<file path="config.mk">
export PLATFORM = sky130hd
export DESIGN_NAME = preic_ctrl
export DESIGN_NICKNAME = d
export VERILOG_FILES = /design/src/preic_ctrl.v
export VERILOG_INCLUDE_DIRS = /design/src /design/src/src
export SDC_FILE = /design/constraint.sdc
export NUM_CORES = 1
export LEC_CHECK = 0
export BUFFER_PORTS_ARGS = -buffer_cell sky130_fd_sc_hd__buf_4
export CORE_MARGIN = 2
export CORE_UTILIZATION = 37
export CTS_CLUSTER_DIAMETER = 50
export DETAILED_ROUTE_END_ITERATION = 7
export GPL_TIMING_DRIVEN = 0
export PLACE_DENSITY_LB_ADDON = 0.12
export SYNTH_ARGS = -nofsm -noshare
export SYNTH_HDL_FRONTEND = slang
export SYNTH_SLANG_ARGS = --single-unit
</file>
<file path="constraint.sdc">
create_clock -name aclk -period 1.8 [get_ports aclk]
set_input_delay 0.27 -clock aclk [delete_from_list [all_inputs] [get_ports aclk]]
set_output_delay 0.27 -clock aclk [all_outputs]
set_load 0.005 [all_outputs]
</file>
<file path="src/preic_defs.vh">
// Offsets, field positions, reset values, event bits and AXI responses for the page request event block
`ifndef PREIC_DEFS_VH
`define PREIC_DEFS_VH
// ----------------------------------------------------------------
// Register byte offsets
// ----------------------------------------------------------------
`define PREIC_OFF_WAITING 8'hdc
`define PREIC_OFF_CONTROL 8'he0
`define PREIC_OFF_DATA 8'he4
`define PREIC_OFF_ADDR 8'he8
`define PREIC_OFF_UADDR 8'hec
`define PREIC_OFF_ISTAT 8'hf0
`define PREIC_OFF_IMASK 8'hf4
// ----------------------------------------------------------------
// Field positions and reset values
// ----------------------------------------------------------------
`define PREIC_BIT_MASK 31
`define PREIC_BIT_PEND 30
`define PREIC_BIT_WAITING 0
`define PREIC_RST_MASK 1'b1
`define PREIC_RST_RSVD 30'h0000_0000
`define PREIC_RST_WORD 32'h0000_0000
`define PREIC_RST_IMASK 2'h3
// ----------------------------------------------------------------
// Event bits of the block status register
// ----------------------------------------------------------------
`define PREIC_EV_SENT 0
`define PREIC_EV_ADDED 1
// ----------------------------------------------------------------
// AXI responses
// ----------------------------------------------------------------
`define PREIC_RESP_OKAY 2'h0
`define PREIC_RESP_SLVERR 2'h2
`endif

</file>
<file path="src/preic_ctrl.v">
// Page request event interrupt control with AXI4-Lite register slave
// Summary of operation
// - No capability: control reads zero, writes ignored
// - Unmasked condition sends message from data/address
// - Mask bit resets to one
// - Mask set: never send message
// - Pending set on new entry setting waiting
// - Entry while waiting set: no condition
// - Pending held while message withheld
// - Pending clears when held message sent
// - Pending clears when waiting bit serviced
// - Entry sets waiting; software writes one clears
// - Message data from data field 15:0
// - Message address from address bits 31:2
//
// The AXI4-Lite slave port was left to the implementer.
`timescale 1ns/1ps
`include "preic_defs.vh"
module preic_ctrl (
	input wire aclk,
	input wire aresetn,
	input wire page_request_capability,
	input wire entry_added,
	input wire send_blocked,
	input wire msg_ready,
	output reg msg_valid,
	output reg [15:0] msg_data,
	output reg [31:0] msg_addr,
	output reg [31:0] msg_uaddr,
	output reg irq,
	input wire [7:0] s_axi_awaddr,
	input wire s_axi_awvalid,
	output reg s_axi_awready,
	input wire [31:0] s_axi_wdata,
	input wire [3:0] s_axi_wstrb,
	input wire s_axi_wvalid,
	output reg s_axi_wready,
	output reg [1:0] s_axi_bresp,
	output reg s_axi_bvalid,
	input wire s_axi_bready,
	input wire [7:0] s_axi_araddr,
	input wire s_axi_arvalid,
	output reg s_axi_arready,
	output reg [31:0] s_axi_rdata,
	output reg [1:0] s_axi_rresp,
	output reg s_axi_rvalid,
	input wire s_axi_rready
);

// ----------------------------------------------------------------
// Helpers
// ----------------------------------------------------------------
function [31:0] strb_merge;
	input [31:0] old_v;
	input [31:0] new_v;
	input [3:0] strb;
	integer i;
	begin
		for (i = 0; i < 4; i = i + 1) begin
			strb_merge[i*8 +: 8] = strb[i] ? new_v[i*8 +: 8] : old_v[i*8 +: 8];
		end
	end
endfunction

// Unmapped addresses answer with an error and change nothing
function mapped;
	input [7:0] a;
	begin
		mapped = (a == `PREIC_OFF_WAITING) || (a == `PREIC_OFF_CONTROL) ||
			(a == `PREIC_OFF_DATA) || (a == `PREIC_OFF_ADDR) ||
			(a == `PREIC_OFF_UADDR) || (a == `PREIC_OFF_ISTAT) ||
			(a == `PREIC_OFF_IMASK);
	end
endfunction

// ----------------------------------------------------------------
// State
// ----------------------------------------------------------------
reg mask_q;
reg pend_q;
reg [29:0] rsvd_q;
reg waiting_q;
reg [31:0] data_q;
reg [29:0] addr_q;
reg [31:0] uaddr_q;
reg [1:0] istat_q;
reg [1:0] imask_q;
reg [7:0] aw_q;
reg aw_have_q;
reg [31:0] w_q;
reg [3:0] ws_q;
reg w_have_q;

// ----------------------------------------------------------------
// Address decode
// ----------------------------------------------------------------
// Event registers vanish without capability; status and mask stay live
// Write effects act on the beat pair held in aw_q and w_q
wire sel_wait = (aw_q == `PREIC_OFF_WAITING) && page_request_capability;
wire sel_ctrl = (aw_q == `PREIC_OFF_CONTROL) && page_request_capability;
wire sel_data = (aw_q == `PREIC_OFF_DATA) && page_request_capability;
wire sel_addr = (aw_q == `PREIC_OFF_ADDR) && page_request_capability;
wire sel_uaddr = (aw_q == `PREIC_OFF_UADDR) && page_request_capability;
wire sel_istat = (aw_q == `PREIC_OFF_ISTAT);
wire sel_imask = (aw_q == `PREIC_OFF_IMASK);

wire do_write = aw_have_q && w_have_q && !s_axi_bvalid;
wire [31:0] wmask = strb_merge(32'h0000_0000, 32'hffff_ffff, ws_q);
wire [31:0] wbits = w_q & wmask;
wire wr_ctrl = do_write && sel_ctrl;
wire wr_wait = do_write && sel_wait;
wire wr_data = do_write && sel_data;
wire wr_addr = do_write && sel_addr;
wire wr_uaddr = do_write && sel_uaddr;
wire wr_imask = do_write && sel_imask;
wire [1:0] ist_clr = {2{do_write && sel_istat}} & wbits[1:0];
wire [31:0] addr_merged = strb_merge({addr_q, 2'b00}, w_q, ws_q);
// Servicing the waiting bit means clearing it by a write of one
wire service = wr_wait && wbits[`PREIC_BIT_WAITING] && waiting_q;
// Rising edge of the waiting bit is the only new condition
wire new_cond = entry_added && !waiting_q && page_request_capability;
wire mask_d = wr_ctrl && ws_q[3] ? w_q[`PREIC_BIT_MASK] : mask_q;
// A message goes out only when unmasked and nothing transient blocks it
wire fire = pend_q && !mask_q && !send_blocked && !msg_valid && !service;
wire msg_done = msg_valid && msg_ready;

// ----------------------------------------------------------------
// Write channels
// ----------------------------------------------------------------
always @(posedge aclk) begin
	if (!aresetn) begin
		aw_q <= 8'h00;
		aw_have_q <= 1'b0;
		w_q <= `PREIC_RST_WORD;
		ws_q <= 4'h0;
		w_have_q <= 1'b0;
		s_axi_awready <= 1'b0;
		s_axi_wready <= 1'b0;
		s_axi_bvalid <= 1'b0;
		s_axi_bresp <= `PREIC_RESP_OKAY;
	end else begin
		// Readies pulse for one cycle so each beat is taken once
		s_axi_awready <= !aw_have_q && !s_axi_awready && !s_axi_bvalid;
		s_axi_wready <= !w_have_q && !s_axi_wready && !s_axi_bvalid;
		if (s_axi_awvalid && s_axi_awready) begin
			aw_q <= s_axi_awaddr;
			aw_have_q <= 1'b1;
			s_axi_awready <= 1'b0;
		end
		if (s_axi_wvalid && s_axi_wready) begin
			w_q <= s_axi_wdata;
			ws_q <= s_axi_wstrb;
			w_have_q <= 1'b1;
			s_axi_wready <= 1'b0;
		end
		if (do_write) begin
			s_axi_bvalid <= 1'b1;
			s_axi_bresp <= mapped(aw_q) ? `PREIC_RESP_OKAY : `PREIC_RESP_SLVERR;
			aw_have_q <= 1'b0;
			w_have_q <= 1'b0;
		end
		if (s_axi_bvalid && s_axi_bready) begin
			s_axi_bvalid <= 1'b0;
		end
	end
end

// ----------------------------------------------------------------
// Control register
// ----------------------------------------------------------------
always @(posedge aclk) begin
	if (!aresetn) begin
		mask_q <= `PREIC_RST_MASK;
		rsvd_q <= `PREIC_RST_RSVD;
	end else begin
		// Only the mask bit is writable
		mask_q <= mask_d;
		rsvd_q <= rsvd_q;
	end
end

// ----------------------------------------------------------------
// Message data, address and interrupt mask registers
// ----------------------------------------------------------------
always @(posedge aclk) begin
	if (!aresetn) begin
		data_q <= `PREIC_RST_WORD;
	end else if (wr_data) begin
		// Whole word stored; only the low half goes into a message
		data_q <= strb_merge(data_q, w_q, ws_q);
	end
end

always @(posedge aclk) begin
	if (!aresetn) begin
		addr_q <= 30'h0000_0000;
	end else if (wr_addr) begin
		// Low two bits are not stored, so the address stays dword aligned
		addr_q <= addr_merged[31:2];
	end
end

always @(posedge aclk) begin
	if (!aresetn) begin
		uaddr_q <= `PREIC_RST_WORD;
	end else if (wr_uaddr) begin
		// Upper address rides along unchanged with each message
		uaddr_q <= strb_merge(uaddr_q, w_q, ws_q);
	end
end

always @(posedge aclk) begin
	if (!aresetn) begin
		imask_q <= `PREIC_RST_IMASK;
	end else if (wr_imask) begin
		imask_q <= wbits[1:0] | (imask_q & ~wmask[1:0]);
	end
end

// ----------------------------------------------------------------
// Waiting status bit
// ----------------------------------------------------------------
always @(posedge aclk) begin
	if (!aresetn) begin
		waiting_q <= 1'b0;
	// Set on entry wins over write-one clear
	end else if (entry_added && page_request_capability) begin
		waiting_q <= 1'b1;
	end else if (service) begin
		waiting_q <= 1'b0;
	end
end

// ----------------------------------------------------------------
// Pending flag
// ----------------------------------------------------------------
always @(posedge aclk) begin
	if (!aresetn) begin
		pend_q <= 1'b0;
	// New condition only on waiting rising
	end else if (new_cond) begin
		pend_q <= 1'b1;
	end else if (service) begin
		pend_q <= 1'b0;
	// Cleared once the message is issued
	end else if (fire) begin
		pend_q <= 1'b0;
	end
end

// ----------------------------------------------------------------
// Message issue
// ----------------------------------------------------------------
// Payload is captured at issue and stands until accepted, so later
// register writes cannot tear a message in flight
always @(posedge aclk) begin
	if (!aresetn) begin
		msg_valid <= 1'b0;
		msg_data <= 16'h0000;
		msg_addr <= `PREIC_RST_WORD;
		msg_uaddr <= `PREIC_RST_WORD;
	end else if (fire) begin
		msg_valid <= 1'b1;
		msg_data <= data_q[15:0];
		msg_addr <= {addr_q, 2'b00};
		msg_uaddr <= uaddr_q;
	end else if (msg_done) begin
		msg_valid <= 1'b0;
	end
end

// ----------------------------------------------------------------
// Sticky events and interrupt line
// ----------------------------------------------------------------
// Set wins over write-one clear so no event is lost
always @(posedge aclk) begin
	if (!aresetn) begin
		istat_q <= 2'h0;
		irq <= 1'b0;
	end else begin
		// Message sent
		if (fire) begin
			istat_q[`PREIC_EV_SENT] <= 1'b1;
		end else if (ist_clr[`PREIC_EV_SENT]) begin
			istat_q[`PREIC_EV_SENT] <= 1'b0;
		end
		// New condition
		if (new_cond) begin
			istat_q[`PREIC_EV_ADDED] <= 1'b1;
		end else if (ist_clr[`PREIC_EV_ADDED]) begin
			istat_q[`PREIC_EV_ADDED] <= 1'b0;
		end
		// One cycle behind the status so irq comes straight from a flop
		irq <= |(istat_q & ~imask_q);
	end
end

// ----------------------------------------------------------------
// Read channel
// ----------------------------------------------------------------
reg [31:0] rd_word;
always @* begin
	rd_word = `PREIC_RST_WORD;
	case (s_axi_araddr)
		`PREIC_OFF_WAITING: rd_word = {31'h0000_0000, waiting_q};
		// Reserved bits read back preserved value
		`PREIC_OFF_CONTROL: rd_word = {mask_q, pend_q, rsvd_q};
		`PREIC_OFF_DATA: rd_word = data_q;
		`PREIC_OFF_ADDR: rd_word = {addr_q, 2'b00};
		`PREIC_OFF_UADDR: rd_word = uaddr_q;
		`PREIC_OFF_ISTAT: rd_word = {30'h0000_0000, istat_q};
		`PREIC_OFF_IMASK: rd_word = {30'h0000_0000, imask_q};
		default: rd_word = `PREIC_RST_WORD;
	endcase
	// Whole event register set reads zero without capability
	if (!page_request_capability && s_axi_araddr != `PREIC_OFF_ISTAT &&
		s_axi_araddr != `PREIC_OFF_IMASK) begin
		rd_word = `PREIC_RST_WORD;
	end
end

always @(posedge aclk) begin
	if (!aresetn) begin
		s_axi_arready <= 1'b0;
		s_axi_rvalid <= 1'b0;
		s_axi_rdata <= `PREIC_RST_WORD;
		s_axi_rresp <= `PREIC_RESP_OKAY;
	end else begin
		s_axi_arready <= !s_axi_rvalid && !s_axi_arready;
		// Read data is latched at the address handshake
		if (s_axi_arvalid && s_axi_arready) begin
			s_axi_arready <= 1'b0;
			s_axi_rvalid <= 1'b1;
			s_axi_rdata <= rd_word;
			s_axi_rresp <= mapped(s_axi_araddr) ? `PREIC_RESP_OKAY : `PREIC_RESP_SLVERR;
		end else if (s_axi_rvalid && s_axi_rready) begin
			s_axi_rvalid <= 1'b0;
		end
	end
end

endmodule // preic_ctrl

</file>
* Word-level counts from Yosys, hierarchy flattened *
Cells that the tools add are included.

storage, ports and cells
  word-level logic and storage cells = 164
  output and inout port bits = 123
  input port bits = 63
  register bits = 268

cells by class
  bitwise gates (word level) = 8
  reductions and logical operators = 86
  multiplexer cells = 18
  eq/ne operators = 16

operators with widths
  operator                                     number
  one-hot mux 32 bit (7 select lines)          1
  equality test 8 bit (second input constant)  14
  logical AND 1 bit                            37
  two-way mux 32 bit                           1
  AND reduction 2 bit                          12
  != test 8 bit (second input constant)        2
  logical NOT 1 bit                            13
  two-way mux 1 bit                            13
  logical OR 1 bit                             12
  OR reduction 2 bit                           6
  nonzero test 2 bit                           5
  bitwise AND 2 bit                            4
  two-way mux 2 bit                            3
  NOT 2 bit                                    2
  nonzero test 3 bit                           1
  bitwise OR 2 bit                             1
  NOT 1 bit                                    1

* Logic depth before layout (Yosys ltp) *
Gate-level depths: netlist (run 1).

  depth after elaboration = 10
  mapped depth = 7
  depth with buffers taken out = 4

* Worst setup path after synthesis (run 1) *
Ideal clock, no wire load.

  kind = reg-to-reg
  from = register aw_q[2]
  to = register msg_valid
  arrival = 1.593 ns
  data required time = 1.685 ns
  cell stages (with the launch flop) = 7
  setup slack = 0.093 ns
  clock period less this slack = 1.707 ns
  setup time = 0.115 ns
  buffers on the path = 2
  path through = dfxtp_1 or3b_4 nor3_2 a41oi_1 buf_2 buf_6 o21a_1

on the way
  word-level cells in the longest chain between the ends = 8
  elaborated cells between the ends (all ways) = 9
  classes of those cells = eq/ne: 1; mux: 1; reduce/logical: 7

ends and longest elaborated chain
  item                                                            RTL line          text
  start, declared                                                 preic_ctrl.v:88   reg [7:0] aw_q;
  start signal, assigned                                          preic_ctrl.v:146  aw_q <= s_axi_awaddr;
  equality test 8 bit (no source line) *                          n/a
  logical AND 1 bit *                                             preic_ctrl.v:99   wire sel_wait = (aw_q == `PREIC_OFF_WAITING) && page_request_capability;
  logical AND 1 bit *                                             preic_ctrl.v:111  wire wr_wait = do_write && sel_wait;
  logical AND 1 bit * (2 in series)                               preic_ctrl.v:119  wire service = wr_wait && wbits[`PREIC_BIT_WAITING] && waiting_q;
  logical NOT 1 bit *                                             preic_ctrl.v:124  wire fire = pend_q && !mask_q && !send_blocked && !msg_valid && !service;
  logical AND 1 bit *                                             preic_ctrl.v:124
  two-way mux 1 bit / nonzero test 2 bit (equally long branches)  n/a
  end signal, assigned                                            preic_ctrl.v:258  msg_valid <= 1'b0;
  end signal, assigned                                            preic_ctrl.v:263  msg_valid <= 1'b1;
  end signal, assigned                                            preic_ctrl.v:268  msg_valid <= 1'b0;
  end, declared                                                   preic_ctrl.v:26   output reg msg_valid,

Mark *: on every way between the ends. The rest lies on a longest branch, timed or not.
A chain may end at the register's enable or synchronous reset.

* Worst setup path after layout (run 1) *
  from = register aw_q[2]
  to = register istat_q[0]

on the way
  word-level cells in the longest chain between the ends = 8
  elaborated cells between the ends (all ways) = 12
  classes of those cells = eq/ne: 2; mux: 1; bitwise: 1; reduce/logical: 8

ends and longest elaborated chain
  item                                                            RTL line          text
  equality test 8 bit (no source line)                            n/a
  logical AND 1 bit                                               preic_ctrl.v:99
  logical AND 1 bit                                               preic_ctrl.v:111
  logical AND 1 bit (2 in series)                                 preic_ctrl.v:119
  logical NOT 1 bit                                               preic_ctrl.v:124
  logical AND 1 bit                                               preic_ctrl.v:124
  two-way mux 1 bit / nonzero test 2 bit (equally long branches)  n/a
  end signal, assigned by index                                   preic_ctrl.v:283  istat_q[`PREIC_EV_SENT] <= 1'b1;
  end signal, assigned by index                                   preic_ctrl.v:285  istat_q[`PREIC_EV_SENT] <= 1'b0;
  end signal, assigned by index                                   preic_ctrl.v:289  istat_q[`PREIC_EV_ADDED] <= 1'b1;
  end, declared                                                   preic_ctrl.v:86   reg [1:0] istat_q;

Several ways; a longest one is shown, not always the timed one.

==> results of run 1 <==
==> path summary, 6_finish.rpt <==
path | end | slack (ns) | depth (start not counted)
worst max register to register | istat_q[0]$_SDFFE_PN0P_ | 0.007 | 6
worst min-delay path | w_q[6]$_SDFFE_PN0P_ | 0.01 | 3
worst max-delay path | istat_q[0]$_SDFFE_PN0P_ | 0.007 | 6
worst min register to register | s_axi_rdata[11]$_SDFFE_PN0P_ | 0.45 | 2
==> synthesized netlist by cell type, drive strengths merged (4+ instances only) <==
| cell | n |
|---|---|
| dfxtp | 266 |
| a22oi | 28 |
| and4 | 4 |
| inv | 5 |
| mux2 | 31 |
| o21ai | 29 |
| and2 | 4 |
| nor3 | 9 |
| clkbuf | 46 |
| nand2 | 331 |
| nor2 | 8 |
| a21oi | 55 |
| nand3 | 17 |
| nand2b | 5 |
| nor2b | 5 |
| buf | 29 |
| mux2i | 177 |
==> cell type report <==
cell class,instances,area [sq um]
clock inverters,18,240.2
flip-flops and latches,266,5326
fillers,2681,13730
multi-input cells,741,4755
clock buffers,38,842.1
well taps,378,473.0
inverters,5,18.77
repair buffers,226,1834
plain buffers,74,406.6
==> state kept, by name, summed over array words and instances, names as in the netlist, 8 cells and up, named ones only <==
| signal | flops |
|---|---|
| s_axi_rdata | 32 |
| w_q | 32 |
| msg_addr | 30 |
| uaddr_q | 32 |
| addr_q | 30 |
| msg_uaddr | 32 |
| data_q | 32 |
| msg_data | 16 |
| aw_q | 8 |
==> critical path, delay by kind of cell (launching register included) <==
family / cells / cell delay [ns]
buf+inv: 2 / 0.35
simple gates: 2 / 0.65
flops: 1 / 0.36
compound gates: 2 / 0.30
==> timing repair <==
action	in CTS	in global routing
cloned	0	1
gates resized for setup	20	30
buffers inserted	4	1
endpoints found under the setup margin	210	195
hold endpoints to repair	43	0
hold buffers	43	0
pin swaps	3	3
==> kinds of logic (layout without fill, tap and decap cells) <==
| kind of cell | count (synthesis) | in the layout | share of synthesized area |
|---|---|---|---|
| compound gates | 129 | 129 | 0.07359 |
| buf+inv | 80 | 361 | 0.03740 |
| flops | 266 | 266 | 0.5151 |
| mux | 210 | 210 | 0.2095 |
| other cells | 1 | 4 | 0.0003628 |
| simple gates | 398 | 398 | 0.1640 |
==> where the power goes <==
part	switching, mW	total, mW	internal, mW	leakage [nW]
Combinational	0.437	0.721	0.284	2.94
Clock	2.54	6.60	4.05	0.534
Sequential	0.0592	6.01	5.96	2.15
==> layer usage <==
layer  global-route usage  routed length, um  vias up
met3              0.02984               1693       42
met1               0.2946              14910     4009
met2               0.3631              14790      255
met4              0.05306                665        0
li1                     -                  -     4217
met5                    0                  0        -
==> flow_summary.ini, run 1 <==
[logic_synthesis]
syn-cell-area_sq_um = 10340
async_flop_share = 0
ys_seq_area_frac = 0.5151
synthDistinctLibCells = 48
ys_seq_elements = 266
synth-edff-count = 0
synth_top_area_frac = 0.5151
synthCells = 1084
synth_area_leaders = dfxtp_1, mux2i_1, nand2_1, mux2_2, a21oi_1
synth_top_area_cell = dfxtp_1
ys.flop_type = dfxtp_1
avgSynthCellArea_sq_um = 9.536
yosysWarnings = 0

[sta]
finalHoldViolCount = 0
worst_pin_slew_ns = 0.8055
setup_viol = 0
hold_ws_ns = 0.01170
skew_ns = 0.01239
setup_ws_ns = 0.007225
fin_crit_sh = 0.9960
slew_violations = 0
tns_ns = 0
grt_setup_unrepaired = true
slew_headroom = 0.4630
clock.fmax_mhz = 557.8
min_period_ns = 1.793

[final_layout]
fin_util = 0.5029
mostFrequentLayoutCells = nand2_1, dfxtp_1, buf_4, mux2i_1, a21oi_1
design_area_sq_um = 13900
layout_commonest_cell = nand2_1
diodes = 0
syn2layout_area_growth_pct = 34.42
drive_above_1_share = 0.2390
layout.nets = 1407
final_cells = 1746

[setup_path]
crit_path_top_delay_cell = or3b_4
crit_start = aw_q[2]$_SDFFE_PN0P_
critPathArrivalTime_ns = 2.23
cp-end-kind = register
slowest_delay_ns = 0.43
reg2reg_from = aw_q[2]$_SDFFE_PN0P_
path_cells = or3b_4 > nor3_4 > a41oi_2 > buf_6 > buf_12 > o21a_1
path_class = register to register
crit_fanout = 9
worstPathRequired_ns = 2.23
worst_setup_path_start_kind = register

[placement]
place_area_sq_um = 12150
gp_congestion = 0.7908
io_buffers = 177
dp_hpwl_mm = 22.98
placed_cells = 1642
pre_cts_slack_ns = -0.7365

[clocking]
clock_sinks = 266
clockBufferDepth = 3
cts-buffers-inserted = 30
htree_levels = 1
clk_latency_ns = 0.55
cts-root-buf = clkbuf_16
clk_pin_slew_ns = 0.06
cts_tree = built

[die]
die_area_sq_um = 29290
initial_core_util = 0.3742
ios = 186
std_cell_rows = 61
die-width_um = 171.2
die_h_um = 171.2
core-area_sq_um = 27630

[pwr]
p_leak_nw = 5.621
power_mw = 13.33
ir_worst_vdd_v = 0.0007792
power.density_nw_per_um2 = 959.4

[grt]
overflow = 0
grt_pass1_vias = 8456
antenna_found_initial = 0
grt.total_usage = 0.2166
grt_pass1_wl_mm = 48.13
grt_max_degree = 15

[run_status]
run_status = finished, final reports clean

[detailed_routing]
wirelength_mm = 32.07
wire_per_inst_um = 18.37
num_vias = 8523
drt_pass1_iterations = 6
ant_nets = 0
vias_per_cell = 4.881
drc = 0
drt_iter0_drc = 492

[flow_run]
cap_violations = 0

[worst_hold_path]
min_path_type = input pin to register
min_from = s_axi_wdata[6]
Note: power is estimated with default switching activity, not from simulation.
==> run 2, diff against run 1 <==
Clock period 1.8 ns to 1.75 ns, I/O delays scaled along.
==> flow_summary.ini, run 2 (synthesis results as in run 1) <==
[final_layout]
regArea_sq_um = 5331
final_cells = 1756
final.fill_count = 2662
multi_input_area_sq_um = 4772
layout.nets = 1417
mostFrequentLayoutCells = nand2_1, dfxtp_1, buf_4, mux2i_1, a21oi_1
layout_commonest_cell = nand2_1
syn2layout_area_growth_pct = 36.57
drive_above_1_share = 0.2504
diodes = 0

[die]
core-area_sq_um = 27630
initial_core_util = 0.3742
die_h_um = 171.2
die-width_um = 171.2
std_cell_rows = 61
ios = 186
die_area_sq_um = 29290

[setup_path]
path_buf_inv = 2
r2r_slack_ns = -0.04
critPathTopFamily = simple AND/OR/NAND/NOR gates
path_cells = or3b_4 > nor3_4 > a41oi_2 > buf_6 > buf_12 > mux2i_2
critPathArrivalTime_ns = 2.22
worstPathRequired_ns = 2.18
slowest_delay_ns = 0.43
crit_path_top_delay_cell = or3b_4
rr_worst_depth = 6
cp-end-kind = register
crit_start = aw_q[0]$_SDFFE_PN0P_
path_class = register to register
reg2reg_to = msg_addr[18]$_SDFFE_PN0P_
reg2reg_from = aw_q[0]$_SDFFE_PN0P_
crit_fanout = 10
worst_setup_path_start_kind = register

[sta]
finalHoldViolCount = 0
slew_violations = 0
min_period_ns = 1.794
worst_pin_slew_ns = 0.7615
setup_ws_ns = -0.04376
clock.fmax_mhz = 557.5
slew_headroom = 0.4923
grt_setup_unrepaired = true
skew_ns = 0.01164
fin_crit_sh = 1.025
hold_ws_ns = 0.01853
setup_viol = 45

[grt]
grt.total_usage = 0.2192
antenna_found_initial = 0
grt_pass1_vias = 8505
overflow = 0
grt_max_degree = 15
grt_pass1_wl_mm = 48.63

[pwr]
seq_power_share = 0.450
power.density_nw_per_um2 = 973.1
p_comb_frac = 0.055
p_switching_mw = 3.141
switching_share = 0.2286
p_int_mw = 10.60
ir_worst_vdd_v = 0.0008036
clkPwrFrac = 0.494
power_mw = 13.74
p_leak_nw = 5.733

[clocking]
htree_levels = 1
clockBufferDepth = 3
clk_pin_slew_ns = 0.06
clk_latency_ns = 0.55
cts-buffers-inserted = 30
cts-root-buf = clkbuf_16
cts_tree = built
clock_sinks = 266

[flow_run]
cap_violations = 0

[detailed_routing]
drt_iter0_drc = 472
drt_pass1_iterations = 5
wire_per_inst_um = 18.53
vias_per_cell = 4.885
wirelength_mm = 32.54
ant_nets = 0
num_vias = 8578
drc = 0

[placement]
pre_cts_slack_ns = -0.7865
dp_hpwl_mm = 22.98
gp_congestion = 0.7908
io_buffers = 177
placed_cells = 1642

[worst_hold_path]
min_from = s_axi_araddr[5]
min_to = s_axi_rdata[1]$_SDFFE_PN0P_
holdPathStages = 2
min_path_type = input pin to register

[run_status]
violations = setup timing
run_status = finished, violations left
-- run 2: cell count changes in the layout (fill, tap and decap cells not counted), sizes merged --
| cell | change |
|---|---|
| buf | +9 |
| dlygate4sd3 | +3 |
| clkbuf | -2 |
-- run 2: per-layer routing --
| metal | wire length, um | vias to the layer above | global-route usage |
|---|---|---|---|
| met5 | 0 | - | 0 |
| met4 | 664 | 0 | 0.05416 |
| met3 | 1641 | 42 | 0.03516 |
| met2 | 15020 | 220 | 0.3682 |
| met1 | 15210 | 4067 | 0.2943 |
| li1 | - | 4249 | - |
-- run 2: final cells by class --
cell class / count / share of cell area
multi-input combinational: 741 / 0.3380
tap: 378 / 0.03350
clock inverter: 18 / 0.01702
buffer: 73 / 0.03332
timing repair buffer: 237 / 0.1395
clock buffer: 38 / 0.05965
sequential: 266 / 0.3776
inverter: 5 / 0.001329
-- run 2: repair_timing --
item / CTS / global route
hold buffers: 46 / 0
buffers inserted: 8 / 2
endpoints found under the hold margin: 46 / 0
gates cloned: 2 / 2
gates resized for setup: 42 / 39
endpoints found under the setup margin: 220 / 192
pin swaps: 7 / 7
-- run 2: worst max path at each step --
stage / endpoint / slack [ns] / cells past startpoint
final: msg_addr[18]$_SDFFE_PN0P_ / -0.04 / 6
after detailed placement: s_axi_rdata[14]$_SDFFE_PN0P_ / -0.79 / 5
after global routing: msg_addr[18]$_SDFFE_PN0P_ / -0.09 / 6
after global placement: s_axi_rdata[18]$_SDFFE_PN0P_ / -0.78 / 5
after floorplan: msg_valid$_SDFFE_PN0P_ / 0.04 / 6
after CTS: uaddr_q[6]$_SDFFE_PN0P_ / -0.08 / 4
-- run 2: worst register-to-register path, delay by kind of cell, from the launching register on --
kind | cells | cell delay, ns
simple gates | 2 | 0.59
buf+inv | 2 | 0.39
flops | 1 | 0.34
compound gates | 1 | 0.21
mux | 1 | 0.15
-- run 2: power by group through the flow --
| stage | registers (mW) | clock network (mW) | logic, mW |
|---|---|---|---|
| after global placement | 6.31 | 0 | 0.649 |
| final | 6.19 | 6.79 | 0.758 |
| after detailed placement | 6.32 | 0 | 0.650 |
| after CTS | 6.18 | 6.87 | 0.751 |
| after floorplan | 6.30 | 0 | 0.327 |
| after global routing | 6.19 | 7.14 | 0.817 |
-- run 2: metrics by stage --
stage | TNS [ns] | utilization | instance area (sq um)
2_1_floorplan | 0 | - | 10350
3_3_place_gp | -92.22 | 0.4398 | 12150
3_5_place_dp | -95.75 | 0.4398 | 12150
4_1_cts | -5.131 | 0.5050 | 13950
5_1_grt | -5.429 | 0.5110 | 14120
6_report | -0.4667 | 0.5110 | 14120
